===== src/rtl/dsh_pkg.sv =====
// package for the drive scaling and homing object bank
package dsh_pkg;
  // object indices and sub-indices
  localparam logic [15:0] DSH_IDX_GEAR = 16'h6091;
  localparam logic [15:0] DSH_IDX_FEED = 16'h6092;
  localparam logic [15:0] DSH_IDX_HOME = 16'h6098;
  localparam logic [15:0] DSH_IDX_SAVE = 16'h1010;
  localparam logic [7:0] DSH_SUB_COUNT = 8'h00;
  localparam logic [7:0] DSH_SUB_FIRST = 8'h01;
  localparam logic [7:0] DSH_SUB_SECOND = 8'h02;
  // entry count and reset values
  localparam logic [7:0] DSH_ENTRY_COUNT = 8'h02;
  localparam logic [31:0] DSH_GEAR_MOTOR_RST = 32'h0000_0001;
  localparam logic [31:0] DSH_GEAR_OUT_RST = 32'h0000_0001;
  localparam logic [31:0] DSH_FEED_UNITS_RST = 32'h0001_0000;
  localparam logic [31:0] DSH_FEED_REV_RST = 32'h0000_0001;
  localparam logic [7:0] DSH_HOME_RST = 8'h00;
  // value limits
  localparam logic [31:0] DSH_VAL_MIN = 32'h0000_0001;
  localparam logic [31:0] DSH_VAL_MAX = 32'h0000_FFFF;
  localparam logic [31:0] DSH_FEED_REV_ONLY = 32'h0000_0001;
  // drive configuration that enables scaling
  localparam logic [7:0] DSH_CONF_MOTION = 8'h40;
  // runtime parameter numbers and the homing method value for no homing
  localparam logic [15:0] DSH_PAR_FEED = 16'd1115;
  localparam logic [15:0] DSH_PAR_GEAR_OUT = 16'd1116;
  localparam logic [15:0] DSH_PAR_GEAR_MOTOR = 16'd1117;
  localparam logic [15:0] DSH_PAR_HOME = 16'd1130;
  localparam logic [7:0] DSH_HOME_NONE = 8'h00;
  // abort codes
  localparam logic [31:0] DSH_ABORT_RANGE = 32'h0609_0030;
  localparam logic [31:0] DSH_ABORT_NOOBJ = 32'h0602_0000;
  localparam logic [31:0] DSH_ABORT_NOSUB = 32'h0609_0011;
  localparam logic [31:0] DSH_ABORT_RO = 32'h0601_0002;
  // non-volatile image slots
  localparam int DSH_NV_SLOTS = 5;
  localparam logic [2:0] DSH_NV_GMOT = 3'd0;
  localparam logic [2:0] DSH_NV_GOUT = 3'd1;
  localparam logic [2:0] DSH_NV_FUNIT = 3'd2;
  localparam logic [2:0] DSH_NV_FREV = 3'd3;
  localparam logic [2:0] DSH_NV_HOME = 3'd4;
  typedef enum logic [2:0] {
    DSH_ST_LOAD = 3'b001,
    DSH_ST_IDLE = 3'b010,
    DSH_ST_SAVE = 3'b100
  } dsh_state_e;
endpackage


===== src/rtl/dsh_object_bank.sv =====
// object dictionary bank for gear ratio, feed constant and homing method
`timescale 1ns/1ps
`default_nettype none
module dsh_object_bank
  import dsh_pkg::*;
(
  // clock and reset
  input wire logic core_clk,
  input wire logic reset,
  // sdo access from the fieldbus side
  input wire logic sdo_req,
  input wire logic sdo_write,
  input wire logic [15:0] sdo_index,
  input wire logic [7:0] sdo_subindex,
  input wire logic [31:0] sdo_wdata,
  output logic sdo_done,
  output logic sdo_abort,
  output logic [31:0] sdo_abort_code,
  output logic [31:0] sdo_rdata,
  // non-volatile store, one word per slot
  output logic nv_we,
  output logic [2:0] nv_addr,
  output logic [31:0] nv_wdata,
  input wire logic [31:0] nv_rdata,
  input wire logic nv_valid,
  // runtime parameter write port
  output logic par_we,
  output logic [15:0] par_num,
  output logic [31:0] par_wdata,
  // drive configuration, scaling and homing outputs
  input wire logic [7:0] drive_conf,
  output logic scaling_active,
  output logic [31:0] gear_num,
  output logic [31:0] gear_den,
  output logic [31:0] feed_num,
  output logic [31:0] feed_den,
  output logic signed [7:0] homing_method,
  output logic homing_enabled
);
  dsh_state_e st_q, st_d;
  logic [2:0] slot_q, slot_d;
  logic [31:0] gmot_q, gmot_d, gout_q, gout_d;
  logic [31:0] funit_q, funit_d, frev_q, frev_d;
  logic [7:0] home_q, home_d;
  logic done_q, done_d, abort_q, abort_d;
  logic [31:0] code_q, code_d, rdata_q, rdata_d;
  logic pwe_q, pwe_d;
  logic [15:0] pnum_q, pnum_d;
  logic [31:0] pdat_q, pdat_d;
  logic nwe_q, nwe_d;
  logic [31:0] ndat_q, ndat_d;
  logic in_range;

  // shared 1..65535 check for gear and feed unit entries
  assign in_range = (sdo_wdata >= DSH_VAL_MIN) && (sdo_wdata <= DSH_VAL_MAX);

  always_comb begin
    st_d = st_q;
    slot_d = slot_q;
    gmot_d = gmot_q;
    gout_d = gout_q;
    funit_d = funit_q;
    frev_d = frev_q;
    home_d = home_q;
    done_d = 1'b0;
    abort_d = 1'b0;
    code_d = code_q;
    rdata_d = rdata_q;
    pwe_d = 1'b0;
    pnum_d = pnum_q;
    pdat_d = pdat_q;
    nwe_d = 1'b0;
    ndat_d = ndat_q;
    case (st_q)
      DSH_ST_LOAD: begin
        // saved values override mirrored parameters at power-up
        pwe_d = nv_valid;
        pdat_d = nv_rdata;
        if (slot_q == DSH_NV_GMOT) begin
          if (nv_valid) gmot_d = nv_rdata;
          pnum_d = DSH_PAR_GEAR_MOTOR;
        end else if (slot_q == DSH_NV_GOUT) begin
          if (nv_valid) gout_d = nv_rdata;
          pnum_d = DSH_PAR_GEAR_OUT;
        end else if (slot_q == DSH_NV_FUNIT) begin
          if (nv_valid) funit_d = nv_rdata;
          pnum_d = DSH_PAR_FEED;
        end else if (slot_q == DSH_NV_FREV) begin
          if (nv_valid) frev_d = nv_rdata;
          pwe_d = 1'b0;
        end else begin
          if (nv_valid) home_d = nv_rdata[7:0];
          pnum_d = DSH_PAR_HOME;
        end
        if (slot_q == DSH_NV_HOME) begin
          slot_d = 3'd0;
          st_d = DSH_ST_IDLE;
        end else begin
          slot_d = slot_q + 3'd1;
        end
      end
      DSH_ST_SAVE: begin
        // one slot per cycle; sdo requests are ignored during the walk
        nwe_d = 1'b1;
        if (slot_q == DSH_NV_GMOT) ndat_d = gmot_q;
        else if (slot_q == DSH_NV_GOUT) ndat_d = gout_q;
        else if (slot_q == DSH_NV_FUNIT) ndat_d = funit_q;
        else if (slot_q == DSH_NV_FREV) ndat_d = frev_q;
        else ndat_d = {24'h00_0000, home_q};
        if (slot_q == DSH_NV_HOME) begin
          st_d = DSH_ST_IDLE;
          done_d = 1'b1;
        end else begin
          slot_d = slot_q + 3'd1;
        end
      end
      default: begin
        if (sdo_req) begin
          done_d = 1'b1;
          rdata_d = 32'h0000_0000;
          if (sdo_index == DSH_IDX_GEAR || sdo_index == DSH_IDX_FEED) begin
            if (sdo_subindex == DSH_SUB_COUNT) begin
              rdata_d = {24'h00_0000, DSH_ENTRY_COUNT};
              if (sdo_write) begin
                abort_d = 1'b1;
                code_d = DSH_ABORT_RO;
              end
            end else if (sdo_subindex == DSH_SUB_FIRST ||
                         sdo_subindex == DSH_SUB_SECOND) begin
              if (sdo_index == DSH_IDX_GEAR)
                rdata_d = (sdo_subindex == DSH_SUB_FIRST) ? gmot_q : gout_q;
              else
                rdata_d = (sdo_subindex == DSH_SUB_FIRST) ? funit_q : frev_q;
              if (sdo_write) begin
                if (sdo_index == DSH_IDX_FEED &&
                    sdo_subindex == DSH_SUB_SECOND) begin
                  if (sdo_wdata != DSH_FEED_REV_ONLY) begin
                    abort_d = 1'b1;
                    code_d = DSH_ABORT_RANGE;
                  end else begin
                    frev_d = sdo_wdata;
                    pwe_d = 1'b1;
                    pnum_d = DSH_PAR_FEED;
                    pdat_d = funit_q;
                  end
                end else if (!in_range) begin
                  abort_d = 1'b1;
                  code_d = DSH_ABORT_RANGE;
                end else begin
                  pwe_d = 1'b1;
                  pdat_d = sdo_wdata;
                  if (sdo_index == DSH_IDX_FEED) begin
                    funit_d = sdo_wdata;
                    pnum_d = DSH_PAR_FEED;
                  end else if (sdo_subindex == DSH_SUB_FIRST) begin
                    gmot_d = sdo_wdata;
                    pnum_d = DSH_PAR_GEAR_MOTOR;
                  end else begin
                    gout_d = sdo_wdata;
                    pnum_d = DSH_PAR_GEAR_OUT;
                  end
                end
              end
            end else begin
              abort_d = 1'b1;
              code_d = DSH_ABORT_NOSUB;
            end
          end else if (sdo_index == DSH_IDX_HOME) begin
            if (sdo_subindex != DSH_SUB_COUNT) begin
              abort_d = 1'b1;
              code_d = DSH_ABORT_NOSUB;
            end else begin
              rdata_d = {{24{home_q[7]}}, home_q};
              if (sdo_write) begin
                home_d = sdo_wdata[7:0];
                pwe_d = 1'b1;
                pnum_d = DSH_PAR_HOME;
                pdat_d = {{24{sdo_wdata[7]}}, sdo_wdata[7:0]};
              end
            end
          end else if (sdo_index == DSH_IDX_SAVE && sdo_write) begin
            // save command: done pulses together with the write of the last slot
            done_d = 1'b0;
            slot_d = 3'd0;
            st_d = DSH_ST_SAVE;
          end else begin
            abort_d = 1'b1;
            code_d = DSH_ABORT_NOOBJ;
          end
        end
      end
    endcase
  end

  always_ff @(posedge core_clk or posedge reset) begin
    if (reset) begin
      st_q <= DSH_ST_LOAD;
      slot_q <= 3'd0;
      gmot_q <= DSH_GEAR_MOTOR_RST;
      gout_q <= DSH_GEAR_OUT_RST;
      funit_q <= DSH_FEED_UNITS_RST;
      frev_q <= DSH_FEED_REV_RST;
      home_q <= DSH_HOME_RST;
      done_q <= 1'b0;
      abort_q <= 1'b0;
      code_q <= 32'h0000_0000;
      rdata_q <= 32'h0000_0000;
      pwe_q <= 1'b0;
      pnum_q <= 16'h0000;
      pdat_q <= 32'h0000_0000;
      nwe_q <= 1'b0;
      ndat_q <= 32'h0000_0000;
    end else begin
      st_q <= st_d;
      slot_q <= slot_d;
      gmot_q <= gmot_d;
      gout_q <= gout_d;
      funit_q <= funit_d;
      frev_q <= frev_d;
      home_q <= home_d;
      done_q <= done_d;
      abort_q <= abort_d;
      code_q <= code_d;
      rdata_q <= rdata_d;
      pwe_q <= pwe_d;
      pnum_q <= pnum_d;
      pdat_q <= pdat_d;
      nwe_q <= nwe_d;
      ndat_q <= ndat_d;
    end
  end

  // nv address is the walking slot; write lags the slot by one cycle
  logic [2:0] nadr_q;
  always_ff @(posedge core_clk or posedge reset) begin
    if (reset) nadr_q <= 3'd0;
    else nadr_q <= slot_q;
  end

  assign sdo_done = done_q;
  assign sdo_abort = abort_q;
  assign sdo_abort_code = code_q;
  assign sdo_rdata = rdata_q;
  assign nv_we = nwe_q;
  assign nv_wdata = ndat_q;
  assign nv_addr = nwe_q ? nadr_q : slot_q;
  assign par_we = pwe_q;
  assign par_num = pnum_q;
  assign par_wdata = pdat_q;
  assign scaling_active = (drive_conf == DSH_CONF_MOTION);
  assign gear_num = gmot_q;
  assign gear_den = gout_q;
  assign feed_num = funit_q;
  assign feed_den = frev_q;
  assign homing_method = home_q;
  assign homing_enabled = (home_q != DSH_HOME_NONE);
endmodule
`default_nettype wire


===== config.mk =====
export PLATFORM = sky130hd
export DESIGN_NAME = dsh_object_bank
export DESIGN_NICKNAME = d
export VERILOG_FILES = /design/src/rtl/dsh_pkg.sv /design/src/rtl/dsh_object_bank.sv
export SDC_FILE = /design/constraint.sdc
export NUM_CORES = 1
export LEC_CHECK = 0
export BUFFER_PORTS_ARGS = -buffer_cell sky130_fd_sc_hd__buf_4
export CAP_MARGIN = 40
export CORE_MARGIN = 5
export CORE_UTILIZATION = 35
export DETAILED_ROUTE_END_ITERATION = 7
export PLACE_DENSITY = 0.61
export RECOVER_POWER = 25
export REMOVE_ABC_BUFFERS = 1
export SLEW_MARGIN = 20
export SYNTH_ARGS = -nofsm -noshare
export SYNTH_HDL_FRONTEND = slang
export SYNTH_SLANG_ARGS = --single-unit

===== constraint.sdc =====
create_clock -name core_clk -period 7.45 [get_ports core_clk]
set_clock_uncertainty 0.2 [all_clocks]
set_input_delay 0.3725 -clock core_clk [delete_from_list [all_inputs] [get_ports core_clk]]
set_output_delay 0.3725 -clock core_clk [all_outputs]
set_load 0.02 [all_outputs]

# Word level (Yosys, flattened, before mapping)
# Cells that the tools add are included.
dict set report op_classes {
  n_bitwise 2
  shift 0
  multipliers 0
  n_reduce_logical 35
  n_eq_ne 48
  n_addsub 1
  order_cmp 2
  div_mod_pow 0
  n_mux 160
}
# operator count
set ops {}
lappend ops {{two-way mux 32 bit} 78}
lappend ops {{case mux 32 bit (2 select lines)} 5}
lappend ops {{two-way mux 16 bit} 15}
lappend ops {{two-way mux 8 bit} 10}
lappend ops {{== test 16 x 15 -> 1 bit, second input constant} 3}
lappend ops {{two-way mux 3 bit} 14}
lappend ops {{AND reduction 13 bit} 3}
lappend ops {{two-way mux 1 bit} 33}
lappend ops {{greater-or-equal comparator 32 x 1 -> 1 bit, second input constant} 1}
lappend ops {{<= comparator 32 x 16 -> 1 bit, second input constant} 1}
lappend ops {{!= test 32 x 1 -> 1 bit, second input constant} 1}
lappend ops {{case mux 16 bit (2 select lines)} 1}
lappend ops {{!= test 2 bit, second input constant} 12}
lappend ops {{nonzero test 2 bit} 11}
lappend ops {{== test 16 x 13 -> 1 bit, second input constant} 1}
lappend ops {{!= test 2 x 1 -> 1 bit, second input constant} 8}
lappend ops {{case mux 8 bit (2 select lines)} 1}
lappend ops {{nonzero test 8 bit} 2}
lappend ops {{AND reduction 12 bit} 1}
lappend ops {{AND reduction 11 bit} 1}
lappend ops {{!= test 5 x 4 -> 1 bit, second input constant} 2}
lappend ops {{AND reduction 10 bit} 1}
lappend ops {{AND reduction 5 bit} 2}
lappend ops {{!= test 3 x 1 -> 1 bit, second input constant} 3}
lappend ops {{other kinds (24)} 38}
dict set report totals {
  mem_bits_ro 0
  latchBits 0
  mem_count 0
  word_cells 265
  ramBits 0
  regBits 293
}

# Depth between registers and ports, before layout
dict set report depth {
  ltp_word 11
  mapped_depth 11
}

# Least setup slack after synthesis
# OpenSTA, ideal clock, no wires.
dict set report synth_timing {
  path_kind {input -> register}
  start {input sdo_index[6]}
  end {register rdata_q[10], in the netlist sdo_rdata[10]}
  stages 7
  t_arrival_ns 2.678
  setup_ns 0.123
  n_path_buf 2
  slack_ns 4.450
  cell_sequence {or4_4 > nor4_2 > and3_1 > buf_4 > buf_2 > mux4_2 > o221a_2}
}
dict set report synth_via {
  elab_chain_cells 5
  word_cells_on_any_way 9
  classes_between {eq/ne (3); mux (5); reduce/logical (1)}
}
# element line
set synth_rtl {}
lappend synth_rtl {{start, declared} dsh_object_bank.sv:13} ;# input wire logic [15:0] sdo_index,
lappend synth_rtl {{== test 16 x 15 -> 1 bit} {dsh_object_bank.sv:121, dsh_object_bank.sv:130}}
lappend synth_rtl {{two-way mux 32 bit} dsh_object_bank.sv:130} ;# if (sdo_index == DSH_IDX_GEAR)
lappend synth_rtl {{two-way mux 32 bit} dsh_object_bank.sv:128} ;# end else if (sdo_subindex == DSH_SUB_FIRST ||
lappend synth_rtl {{two-way mux 32 bit} dsh_object_bank.sv:122} ;# if (sdo_subindex == DSH_SUB_COUNT) begin
lappend synth_rtl {{two-way mux 32 bit (*)} dsh_object_bank.sv:121} ;# if (sdo_index == DSH_IDX_GEAR || sdo_index == DSH_IDX_FEED) begin
lappend synth_rtl {{end signal, assigned} dsh_object_bank.sv:224} ;# rdata_q <= rdata_d;
lappend synth_rtl {{end, declared} dsh_object_bank.sv:46} ;# logic [31:0] code_q, code_d, rdata_q, rdata_d;
# Every way passes the cells marked *; elsewhere a longest branch is shown, timed or not.
# A chain may end at the register's enable or synchronous reset.

==> results.rst <==
.. list-table::
   :header-rows: 1

   * - Metric
     - Value
   * - Tightest hold margin
     - 0.0219 ns
   * - PnR worst setup slack
     - roughly 3 ns
   * - Critical Path Start
     - reset
   * - Number of sinks on the clock net
     - 258
   * - TritonCTS buffer count
     - 30
   * - Crit path max-delay family
     - buffers and inverters
   * - Number of input and output port buffers inserted
     - 358
   * - Highest clock rate
     - 229 MHz
   * - Dominant combinational cell family by area after synthesis
     - multiplexers
   * - Number of H-tree levels
     - 1
   * - Area overhead of the layout relative to synthesis
     - 34.3%
   * - Post-CTS setup buffer count
     - 0
   * - Violations in the final reports
     - max-capacitance violations, max-slew violations
   * - Min cycle time layout
     - ~4.4 ns
   * - Distinct cells, synth
     - between 60 and 70
   * - Type of the worst setup path
     - in -> async
   * - Number of placed instances, taps included
     - between 2,000 and 2,500
   * - Final ANT Viol Nets
     - 0
   * - Detailed-route via count
     - 11,800
   * - Worst slew pin tran
     - between 3 and 4 ns
   * - Sequential share of the synthesized area
     - about half
   * - Final non-filler cell total
     - around 2,200
   * - Post-detailed-routing wire length
     - roughly 51 mm
   * - Number of flops mapped to enable cells by yosys
     - 0
   * - IR drop worst, VDD
     - 0.000164 V
   * - IO Count
     - around 400
   * - Number of vias per cell after detailed routing
     - roughly 5.4
   * - Final GP Congestion
     - around 0.86
   * - Final number of max-transition violations
     - around 120
   * - Number of search-and-repair iterations in the first detailed-routing pass
     - 6
   * - Post-route design area
     - 17,800 um2
   * - Vert. Die Dim
     - 205 um
   * - Area after DPL
     - approximately 17,000 um2
   * - Leakage power
     - between 8 and 9 nW
   * - Final setup violating endpoints
     - 0
   * - Pin count of the biggest net entering global routing
     - 67
   * - Clk slew on worst S/H paths
     - about 0.06 ns
   * - Residual DRC count
     - 0
   * - Synth Area in XOR/XNOR
     - 0.198%
   * - Antenna violations before repair
     - 0
   * - Endpoint required time on the critical path
     - roughly 8.0 ns
   * - Number of rows created at floorplan
     - 71
   * - Mean cell area of the mapped netlist
     - about 10 um2
   * - Main synth FF type
     - sky130_fd_sc_hd__dfrtp_1
   * - Mux share of post-synthesis cell area
     - 16.5%
   * - Half-perimeter wire length of the detailed placement result
     - approximately 36 mm
   * - Number of buffers on the longest clock path
     - 3
   * - Fraction of the mapped netlist area in simple logic gates
     - a little under an eighth
   * - Resized Gates After CTS
     - 0
   * - Worst reg2reg startpoint
     - st_q[0]$_DFFE_PP1P_
   * - Largest stage delay on the critical path
     - between 2 and 2.5 ns
   * - Compound-Gate Fraction of Synth Area
     - between 10% and 20%
   * - GRT Overall Usage
     - between 20% and 30%
   * - Largest fanout on the critical path
     - 58
   * - Die outline area
     - roughly 42,000 um2
   * - Clk Tree Root Cell
     - sky130_fd_sc_hd__clkbuf_16
   * - Buf/Inv on CP
     - 6
   * - Total congestion overflow
     - 0
   * - N_diodes
     - 0
   * - Initial core utilization
     - around 35%
   * - Power density of the placed cells
     - between 150 and 200 nW/um2
   * - Critical-path cell list
     - dlygate4sd3_1 > clkbuf_1 > clkinvlp_2 > clkbuf_1 > clkbuf_1 > buf_16
   * - Combined area of all synthesized cells
     - between 10,000 and 15,000 um2
   * - Average wire length per cell after detail routing
     - between 20 and 25 um
   * - Vias in the first global route
     - 12,000
   * - Most prevalent standard cell on the critical path
     - sky130_fd_sc_hd__clkbuf_1
   * - Wire length of the first global-routing pass
     - slightly below 80 mm
   * - Worst slew margin relative to its limit
     - -133%
   * - Ratio of cells with drive above 1 in the final layout
     - between 30% and 40%
   * - Critical Path Start Type
     - primary input
   * - Period utilization
     - between 50% and 60%
   * - Die extent in x
     - approximately 200 um
   * - Placeable core area
     - about 38,000 um2
   * - Type of the worst min-delay path
     - in -> reg
   * - Layout Nets
     - 1,772
   * - Kind of end point of the critical path
     - asynchronous set/reset pin
   * - Number of instances in the synthesized netlist
     - approximately 1,300
   * - Post-Synth Adder-Cell Area
     - less than 1%
   * - Final hold viol count
     - 0
   * - Hold path start
     - nv_rdata[4]
   * - Count of warnings emitted by yosys
     - 0
   * - 1st-iter DRT viols
     - approximately 930
   * - Clock latency on the worst-skew pair
     - 0.56 ns
   * - Run status
     - finished with violations
   * - Post-layout power
     - ~3.4 mW
   * - RSZ-0062 raised after global routing
     - false
   * - Placement-stage worst setup slack
     - approximately 3.4 ns
   * - Register-to-register setup slack
     - ~3.6 ns
   * - Proportion of register bits with asynchronous set or reset after synthesis
     - 100%
   * - Data arrival, critical path
     - around 5 ns
   * - Seq cells post-synth
     - approximately 260
   * - Max Cap Viol
     - 2
   * - TritonCTS clock tree
     - built
   * - Fill cell instance count of the final layout
     - around 3,500
   * - Max stage delay cell, worst path
     - sky130_fd_sc_hd__clkbuf_1
## worst register-to-register path, cell delays in order, from the launching register on
cell and delay [ns]:
sky130_fd_sc_hd__dfstp_1 0.60, sky130_fd_sc_hd__nor2b_1 0.28, sky130_fd_sc_hd__nor2b_4 0.18, sky130_fd_sc_hd__buf_4 0.67, sky130_fd_sc_hd__nand2_1 0.25, sky130_fd_sc_hd__a21oi_4 0.66
sky130_fd_sc_hd__buf_4 0.52, sky130_fd_sc_hd__mux2_2 0.41
## sequential cells by signal, summed over array words and instances, names as in the netlist
register        cells
nv_wdata           32
homing_method       8
sdo_abort           1
slot_q              3
nv_we               1
nadr_q              3
par_num             6
gear_den           32
st_q                3
sdo_rdata          32
feed_num           32
sdo_abort_code      7
par_wdata          32
par_we              1
feed_den           32
gear_num           32
sdo_done            1
## cell type report
type                    instances  area [um2]  share of cell area, %
clock buffers                  36         825                   4.62
clock inverters                20         256                   1.44
inverters                      60         226                   1.27
multi-input cells             886        6120                   34.3
flip-flops and latches        258        6460                   36.2
well taps                     511         639                   3.58
repair buffers                430        3310                   18.5
## logic make-up (layout without fill, tap and decap cells)
logic type | count (synthesis) | in the layout
compound gates | 331 | 331
xor+xnor | 3 | 3
fa+ha+maj | 5 | 5
buf+inv | 185 | 546
flops | 258 | 258
mux | 175 | 175
other cells | 1 | 31
simple gates | 341 | 341
## power by group
| part | leakage (nW) | total (mW) | internal, mW | switching, mW |
|---|---|---|---|---|
| combinational | 4.66 | 0.285 | 0.119 | 0.166 |
| clock | 0.542 | 1.62 | 0.993 | 0.626 |
| sequential | 3.22 | 1.46 | 1.43 | 0.0321 |
## per-stage QoR
step | util (%) | setup TNS (ns)
after floorplan | - | -53.81
after global placement | 43.3 | 0
after detailed placement | 43.9 | 0
after CTS | 48.0 | 0
after global routing | 47.5 | 0
final | 47.5 | 0
## path summary, 6_finish.rpt
path,endpoint,depth (start not counted)
worst min register to register,nadr_q[1]$_DFF_PP0_,0
worst min-delay path,par_wdata[4]$_DFFE_PP0P_,4
worst max register to register,feed_den[2]$_DFFE_PP0P_,7
worst max-delay path,feed_num[12]$_DFFE_PP0P_,6
min in group asynchronous,par_num[6]$_DFFE_PP0P_,3
max in group core_clk,feed_den[2]$_DFFE_PP0P_,10
## routing by layer
layer	vias up	GRT usage [%]	routed length, um
li1	5326	-	-
met1	5911	32.4	21500
met2	516	38.9	24200
met3	87	5.86	4330
met4	0	5.48	1320
met5	-	0	0
## cells in the mapped netlist (all sizes together) (3+ instances only)
master  number  share of area (%)
nand3       14               0.53
a221o        5               0.38
clkbuf      51                1.4
nand2      162                4.6
a221oi      33                2.2
or2          3               0.14
o21ai      155                5.9
dfrtp      253                 48
dfstp        5               0.99
a31oi        5               0.24
ha           5               0.47
o221a       25                2.1
nor4        15               0.87
a21oi       82                3.1
nor3        11               0.53
nand2b       4               0.19
nor2b        4               0.19
nor2        91                2.6
xnor2        3               0.20
and2        11               0.52
mux4        32                5.4
o22ai       11               0.52
mux2i      113                8.5
and3         8               0.38
buf         74                3.7
mux2        30                2.5
or4          4               0.31
inv         60                1.7
## what timing repair did
item,CTS,global route
endpoints found under the hold margin,185,0
hold buffers,44,0
endpoints found under the setup margin,0,0
## placed cells by master, fill, tap and decap left out, types with 6 or more instances in the layout
master,n
sky130_fd_sc_hd__o22ai_1,11
sky130_fd_sc_hd__mux2_2,23
sky130_fd_sc_hd__o21ai_0,149
sky130_fd_sc_hd__clkinv_2,12
sky130_fd_sc_hd__and3_1,7
sky130_fd_sc_hd__mux2_1,7
sky130_fd_sc_hd__nor3_1,8
sky130_fd_sc_hd__mux2i_1,113
sky130_fd_sc_hd__dlygate4sd3_1,44
sky130_fd_sc_hd__nor2_1,87
sky130_fd_sc_hd__a21oi_1,80
sky130_fd_sc_hd__a221oi_1,32
sky130_fd_sc_hd__conb_1,31
sky130_fd_sc_hd__inv_1,59
sky130_fd_sc_hd__clkbuf_1,46
sky130_fd_sc_hd__dfrtp_1,253
sky130_fd_sc_hd__nand2_1,160
sky130_fd_sc_hd__buf_4,335
sky130_fd_sc_hd__mux4_2,32
sky130_fd_sc_hd__o221a_2,25
sky130_fd_sc_hd__bufinv_16,6
sky130_fd_sc_hd__nor4_1,13
sky130_fd_sc_hd__nand3_1,14
sky130_fd_sc_hd__and2_1,10
sky130_fd_sc_hd__clkbuf_16,31
sky130_fd_sc_hd__buf_16,6
No activity file was read; power rests on OpenSTA's default activity.
